<file path="src/design/sfcr_pkg.sv">
// Shared constants for the serial flash continuous read link
package sfcr_pkg;
	localparam logic [7:0]  OPC_LEGACY     = 8'he8;
	localparam logic [7:0]  OPC_TOP        = 8'h1b;
	localparam logic [7:0]  OPC_FAST       = 8'h0b;
	localparam logic [2:0]  DUMMY_LEGACY   = 3'h4;
	localparam logic [2:0]  DUMMY_TOP      = 3'h2;
	localparam logic [2:0]  DUMMY_FAST     = 3'h1;
	localparam int          ADDR_BYTES     = 3;
	localparam int          PAGE_BITS      = 13;
	localparam int          BYTE_BITS_528  = 10;
	localparam int          BYTE_BITS_512  = 9;
	localparam logic [9:0]  PAGE_LAST_528  = 10'h20f;
	localparam logic [9:0]  PAGE_LAST_512  = 10'h1ff;
	localparam logic [12:0] PAGE_LAST      = 13'h1fff;
	localparam int          MEM_ADDR_W     = 23;
	localparam int          CLK_DIV_HALF   = 4;
	localparam logic [2:0]  BIT_LAST       = 3'h7;
endpackage : sfcr_pkg

</file>
<file path="src/design/sfcr_link_if.sv">
// Serial link between host controller and flash device
`timescale 1ns/100ps
interface sfcr_link_if;
	logic cs_b;
	logic sck;
	logic si;
	logic so_out;
	logic so_oe;
	logic so;
	// No tristate in this model: a released line reads as its pull-up
	assign so = so_oe ? so_out : 1'b1;
	modport host_mp (output cs_b, output sck, output si, input so);
	modport dev_mp (input cs_b, input sck, input si, output so_out, output so_oe);
endinterface : sfcr_link_if

</file>
<file path="src/design/sfcr_device.sv">
// Flash device end: command decode, address split, continuous array stream
// Contract
// - E8h: three address, four dummy bytes
// - 1Bh: three address, two dummy bytes
// - 0Bh: three address, one dummy byte
// - 528 page: 13 page, 10 byte bits
// - 512 page: 13 page, 9 byte bits
// - Internal address counter advances with output
// - Data driven each clock after dummies
// - Host holds select low whole transfer
// - Page end continues next page, no gap
// - Array end wraps to first page
// - Select rise ends read, output released
// - Array read leaves buffers untouched
// - Host keeps clock within read limit
// - Legacy opcode not for new hosts
// - All bits shifted most significant first
// - Command starts at select falling edge
// - SPI modes 0 and 3 supported
`timescale 1ns/100ps
module sfcr_device #(
	parameter int MEM_WORDS = 8192 * 528
) (
	input  wire logic core_clk,
	input  wire logic rst_b,
	sfcr_link_if.dev_mp link,
	input  wire logic page_512,
	input  wire logic [7:0] mem_rdata,
	output logic [sfcr_pkg::MEM_ADDR_W-1:0] mem_addr,
	output logic busy
);
	import sfcr_pkg::*;

	typedef enum logic [4:0] {
		ST_IDLE  = 5'b00001,
		ST_OPC   = 5'b00010,
		ST_ADDR  = 5'b00100,
		ST_DUMMY = 5'b01000,
		ST_DATA  = 5'b10000
	} sfcr_dst_t;

	typedef struct packed {
		logic [1:0]  cs_sync;
		logic [1:0]  sck_sync;
		logic [1:0]  si_sync;
		logic        cs_q;
		logic        sck_q;
		sfcr_dst_t   st;
		logic [2:0]  bitc;
		logic [1:0]  bytec;
		logic [2:0]  dummy_n;
		logic [7:0]  sh;
		logic [23:0] addr_raw;
		logic [12:0] page;
		logic [9:0]  col;
		logic [7:0]  dout;
		logic        so_bit;
		logic        so_oe;
	} sfcr_dev_t;

	sfcr_dev_t s, next_s;

	logic cs_b_s, sck_s, si_s, sck_rise, sck_fall, cs_rise, cs_fall;

	// Byte count of dummy phase for an opcode; zero means unsupported
	function automatic logic [2:0] dummy_count(input logic [7:0] opc);
		if (opc == OPC_LEGACY) begin
			return DUMMY_LEGACY;
		end else if (opc == OPC_TOP) begin
			return DUMMY_TOP;
		end else if (opc == OPC_FAST) begin
			return DUMMY_FAST;
		end else begin
			return 3'h0;
		end
	endfunction : dummy_count

	always_comb begin
		cs_b_s   = s.cs_sync[1];
		sck_s    = s.sck_sync[1];
		si_s     = s.si_sync[1];
		sck_rise = sck_s & ~s.sck_q;
		sck_fall = ~sck_s & s.sck_q;
		cs_rise  = cs_b_s & ~s.cs_q;
		cs_fall  = ~cs_b_s & s.cs_q;
	end

	always_comb begin
		logic [7:0]  sh_in;
		logic [9:0]  col_last;
		sh_in    = {s.sh[6:0], si_s};
		col_last = page_512 ? PAGE_LAST_512 : PAGE_LAST_528;
		next_s   = s;
		next_s.cs_sync  = {s.cs_sync[0], link.cs_b};
		next_s.sck_sync = {s.sck_sync[0], link.sck};
		next_s.si_sync  = {s.si_sync[0], link.si};
		next_s.cs_q     = cs_b_s;
		next_s.sck_q    = sck_s;
		if (cs_b_s) begin
			// Any rise mid-command drops back to idle
			next_s.st     = ST_IDLE;
			next_s.so_oe  = 1'b0;
			if (cs_rise) begin
				next_s.bitc = 3'h0;
			end
		end else if (cs_fall) begin
			next_s.st    = ST_OPC;
			next_s.bitc  = 3'h0;
			next_s.bytec = 2'h0;
			// Mode 3 idles high; first rise still follows the fall
		end else begin
			case (s.st)
				ST_OPC: begin
					if (sck_rise) begin
						next_s.sh   = sh_in;
						next_s.bitc = s.bitc + 3'h1;
						if (s.bitc == BIT_LAST) begin
							next_s.dummy_n = dummy_count(sh_in);
							next_s.st = (dummy_count(sh_in) == 3'h0) ? ST_IDLE : ST_ADDR;
						end
					end
				end
				ST_ADDR: begin
					if (sck_rise) begin
						next_s.addr_raw = {s.addr_raw[22:0], si_s};
						next_s.bitc     = s.bitc + 3'h1;
						if (s.bitc == BIT_LAST) begin
							next_s.bytec = s.bytec + 2'h1;
							if (s.bytec == 2'(ADDR_BYTES - 1)) begin
								next_s.st    = ST_DUMMY;
								next_s.bytec = 2'h0;
								if (page_512) begin
									next_s.page = s.addr_raw[20:8];
									next_s.col  = {1'b0, s.addr_raw[7:0], si_s};
								end else begin
									next_s.page = s.addr_raw[21:9];
									next_s.col  = {s.addr_raw[8:0], si_s};
								end
							end
						end
					end
				end
				ST_DUMMY: begin
					// Dummy bits are counted, never stored
					if (sck_rise) begin
						next_s.bitc = s.bitc + 3'h1;
						if (s.bitc == BIT_LAST) begin
							next_s.dummy_n = s.dummy_n - 3'h1;
							if (s.dummy_n == 3'h1) begin
								next_s.st   = ST_DATA;
								next_s.dout = mem_rdata;
							end
						end
					end
				end
				ST_DATA: begin
					// Shift on falling edge so host samples on rising
					if (sck_fall) begin
						next_s.so_oe  = 1'b1;
						next_s.so_bit = s.dout[3'h7 - s.bitc];
						next_s.bitc   = s.bitc + 3'h1;
						if (s.bitc == BIT_LAST) begin
							next_s.dout = mem_rdata;
						end
						// Step early so the next byte settles before bit 7 loads it
						if (s.bitc == 3'h0) begin
							if (s.col == col_last) begin
								next_s.col  = 10'h0;
								next_s.page = (s.page == PAGE_LAST) ? 13'h0 : s.page + 13'h1;
							end else begin
								next_s.col = s.col + 10'h1;
							end
						end
					end
				end
				default: begin
					next_s.st = ST_IDLE;
				end
			endcase
		end
		if (!rst_b) begin
			next_s       = '0;
			next_s.st    = ST_IDLE;
			next_s.cs_sync  = 2'b11;
			next_s.cs_q  = 1'b1;
		end
	end

	always_ff @(posedge core_clk) begin
		s <= next_s;
	end

	// Array only; buffers are never addressed by this path
	always_comb begin
		if (page_512) begin
			mem_addr = {1'b0, s.page, s.col[8:0]};
		end else begin
			mem_addr = {s.page, s.col};
		end
	end

	assign link.so_out = s.so_bit;
	assign link.so_oe  = s.so_oe;
	assign busy        = (s.st != ST_IDLE);
endmodule : sfcr_device

</file>
<file path="src/flat_wrapper.sv">
// flat-port wrapper written by rule: the top's interface ports become plain ports
module sfcr_device_flat import sfcr_pkg::*;
#(
	parameter int MEM_WORDS = 8192 * 528
)
  (core_clk, rst_b, page_512, mem_rdata, mem_addr, busy, link_cs_b, link_sck, link_si, link_so_out, link_so_oe);
  sfcr_link_if link_i ();
  input  wire logic core_clk;
  input  wire logic rst_b;
  input  wire logic page_512;
  input  wire logic [7:0] mem_rdata;
  output logic [sfcr_pkg::MEM_ADDR_W-1:0] mem_addr;
  output logic busy;
  input wire logic [$bits(link_i.cs_b)-1:0] link_cs_b;
  input wire logic [$bits(link_i.sck)-1:0] link_sck;
  input wire logic [$bits(link_i.si)-1:0] link_si;
  output wire logic [$bits(link_i.so_out)-1:0] link_so_out;
  output wire logic [$bits(link_i.so_oe)-1:0] link_so_oe;
  assign link_i.cs_b = link_cs_b;
  assign link_i.sck = link_sck;
  assign link_i.si = link_si;
  assign link_so_out = link_i.so_out;
  assign link_so_oe = link_i.so_oe;
  sfcr_device #(.MEM_WORDS(MEM_WORDS)) u_core (.core_clk(core_clk), .rst_b(rst_b), .link(link_i), .page_512(page_512), .mem_rdata(mem_rdata), .mem_addr(mem_addr), .busy(busy));
endmodule
</file>
<file path="config.mk">
export PLATFORM = sky130hd
export DESIGN_NAME = sfcr_device_flat
export DESIGN_NICKNAME = d
export VERILOG_FILES = /design/src/design/sfcr_pkg.sv /design/src/design/sfcr_link_if.sv /design/src/design/sfcr_device.sv /design/src/flat_wrapper.sv
export SDC_FILE = /design/constraint.sdc
export NUM_CORES = 1
export LEC_CHECK = 0
export ABC_CLOCK_PERIOD_IN_PS = 2750
export BUFFER_PORTS_ARGS = -buffer_cell sky130_fd_sc_hd__buf_2
export CORE_MARGIN = 3
export CORE_UTILIZATION = 25
export DETAILED_ROUTE_END_ITERATION = 10
export PLACE_DENSITY_LB_ADDON = 0.1
export SLEW_MARGIN = 10
export SYNTH_ARGS = -nofsm -noshare
export SYNTH_HDL_FRONTEND = slang
export SYNTH_SLANG_ARGS = --single-unit
</file>
<file path="constraint.sdc">
create_clock -name core_clk -period 2.75 [get_ports core_clk]
set_input_delay 0.1375 -clock core_clk [delete_from_list [all_inputs] [get_ports core_clk]]
set_output_delay 0.1375 -clock core_clk [all_outputs]
set_load 0.01 [all_outputs]
</file>
==> out/results.txt <==
Status: finished, final reports clean
Slowest-stage cell, CP: or4b_4
Worst min path class: input pin to register
Max FO, Critical Path: 10
Starting Density: 0.2608
Critical path class: register to register
Achievable Freq: 388.4 MHz
Worst skew pair latency: 340 ps
Row count: 47
Pre-antenna DRT Iters: 4
Leak: 1.966 nW
CTS Hold Bufs: 3
Final instance area: 0.005233 sq mm
Vias: 3990
Ys Warns: 0
Mapped Cells: 528
Hold path start: mem_rdata[4]
Root Driver: clkbuf_16
Max_slew headroom: 0.4809
Element type at the critical path end: register
Initial antenna violation count: 0
Maxcap violations: 0
Area delta synth->final: 18.47%
Cell Pwr Density: 492.5 mW/mm^2
Crit path required time: 3000 ps
Congestion Overflow GR: 0
Nets@finish: 585
Port bufs: 39
Yosys reg bits: 83
Mapped Area: 0.004417 sq mm
Fin crit share: 0.9363
Longest Clk Path Bufs: 2
Least-Margin Pin Slew: 772.7 ps
Final Hold Fails: 0
Critical-path cell list: or4b_4 > or3_1 > o31a_1 > or2_0 > o32ai_1
Hpwl dp: 9380 um
RR Startpoint: u_core.s[76]
Pins Over Slew Limit: 0
Share of layout cells above drive strength 1: 0.1951
Worst Path Buf+Inv: 0
Flop-to-flop setup slack: 180 ps
Post-route ant nets: 0
Clock sinks: 83
Top_reg_cell synth: dfxtp_1
CP Launch Type: register
Clock-pin slew on the worst setup and hold paths: 60 ps
CTS tree: yes
Chip Height: 138.9 um
Shortest period the worst path allows: 2575 ps
Hold path depth: 3
Ant diodes: 0
Clock buffer count from CTS: 9
WHS Endpoint: u_core.s[6]
Commonest cells after routing, fill and taps aside: 83 x dfxtp_1, 78 x nand2_1, 39 x buf_2
Area after DPL: 0.004892 sq mm
Pin count of the biggest net entering global routing: 36
Die W: 138.9 um
CP peak stage delay: 560 ps
Unrepaired setup endpoints after global routing: false
Gp weighted congestion: 0.8009
Avg Inst Size Synth: 8.365 sq um
R2R depth: 5
# Post-CTS Setup Buffers: 0
Htree depth: 3
CP delay by family, top: simple AND/OR/NAND/NOR gates
Final setup TNS: 0 ps
Gr usage total: 0.1363
Seq/Total Area, Yosys: 0.3762
Worst IR drop on VDD: 349.6 uV
DR vias/cell: 5.057
DRT iter0 DRCs: 261
Fraction of registers with async set/reset: 0
Unique masters post-synth: 61
Setup-failing EPs final: 0
Avg WL per Cell: 16.52 um
First-pass GRT wire length: 21420 um
WP data arrival: 2820 ps
Final WL: 13030 um
Post-CTS sizing: 0
Most common cell after layout, fill and taps aside: dfxtp_1
Total die area: 0.01930 sq mm
Vias in the first global route: 3960
Io pins: 40
Final WS setup: 175.2 ps
Post-synth EDFFs: 0
Final Skew: 5.321 ps
Core Area: 0.01694 sq mm
Drt drc: 0
Syn nets: 549
Setup WS pre-CTS: 197.7 ps
RR Endpoint: u_core.s[29]
-- cell usage after synthesis (7+ instances only) --
master,instances,area share
nor2b_1,7,0.0099
nor4_1,7,0.0099
a21oi_1,38,0.043
o32ai_1,7,0.014
mux2i_1,26,0.059
nand2_1,78,0.066
nand2b_1,11,0.016
nand4_1,9,0.013
inv_1,14,0.012
and2_1,7,0.0099
nor2_1,31,0.026
a211oi_1,13,0.022
ha_1,7,0.020
o21ai_0,18,0.020
dfxtp_1,83,0.38
nand3_1,16,0.018
buf_4,9,0.015
nor3_1,13,0.015
mux2_2,15,0.038
clkbuf_1,29,0.025
-- cells by family after synthesis --
family	after synthesis	synth area share
xor+xnor	3	0.005950
simple gates	205	0.2289
mux	43	0.1074
flops	83	0.3762
buf+inv	59	0.06147
compound gates	128	0.2003
fa+ha+maj	7	0.01983
-- flip-flops by register name, indices dropped and copies added, names as in the netlist --
name                flops
u_core.s               80
u_core.cs_b_s           1
u_core.link.so_oe       1
u_core.link.so_out      1
-- routing by layer --
metal	vias to the layer above	global-route usage	share of wire
met2	75	0.2258	0.48
met3	28	0.03276	0.036
li1	1986	-	-
met1	1901	0.1724	0.46
met4	0	0.05098	0.026
met5	-	0	0
-- worst max-delay path by stage --
stage	from	endpoint	depth (start not counted)
2_1_floorplan	u_core.s[76]	u_core.s[25]	7
3_3_place_gp	u_core.s[76]	u_core.s[27]	5
3_5_place_dp	u_core.s[76]	u_core.s[25]	5
4_1_cts	u_core.s[76]	u_core.s[25]	5
5_1_grt	u_core.s[76]	u_core.s[23]	5
6_report	u_core.s[76]	u_core.s[29]	5
-- power by group --
part | total [mW] | internal, mW | switching (mW)
registers | 1.21 | 1.21 | 0.00594
clock network | 1.29 | 0.799 | 0.493
logic | 0.0715 | 0.0257 | 0.0459
-- worst min-delay path, delay by kind of cell --
kind	cells	cell delay, ps
simple gates	1	70
buf+inv	1	80
mux	1	60
-- final cells by class --
| type | instances | area, sq um |
|---|---|---|
| inverter | 15 | 56.30 |
| fill | 1822 | 11700 |
| tap | 220 | 275.3 |
| clock inverter | 4 | 73.82 |
| sequential | 83 | 1662 |
| timing repair buffer | 69 | 440.4 |
| clock buffer | 12 | 236.5 |
| multi-input combinational | 386 | 2489 |
-- stage by stage --
stage               hold WS, ps    util  cells  total power [mW]
detailed placement        341.3  0.2889    770             1.310
floorplan                 239.0       -    528             1.281
global route              26.99  0.3090    789             2.681
CTS                       27.44  0.3090    789             2.625
finish                    35.75  0.3090    789             2.577
global placement          334.9  0.2889    770             1.310
Note: power is estimated with default switching activity, not from simulation.
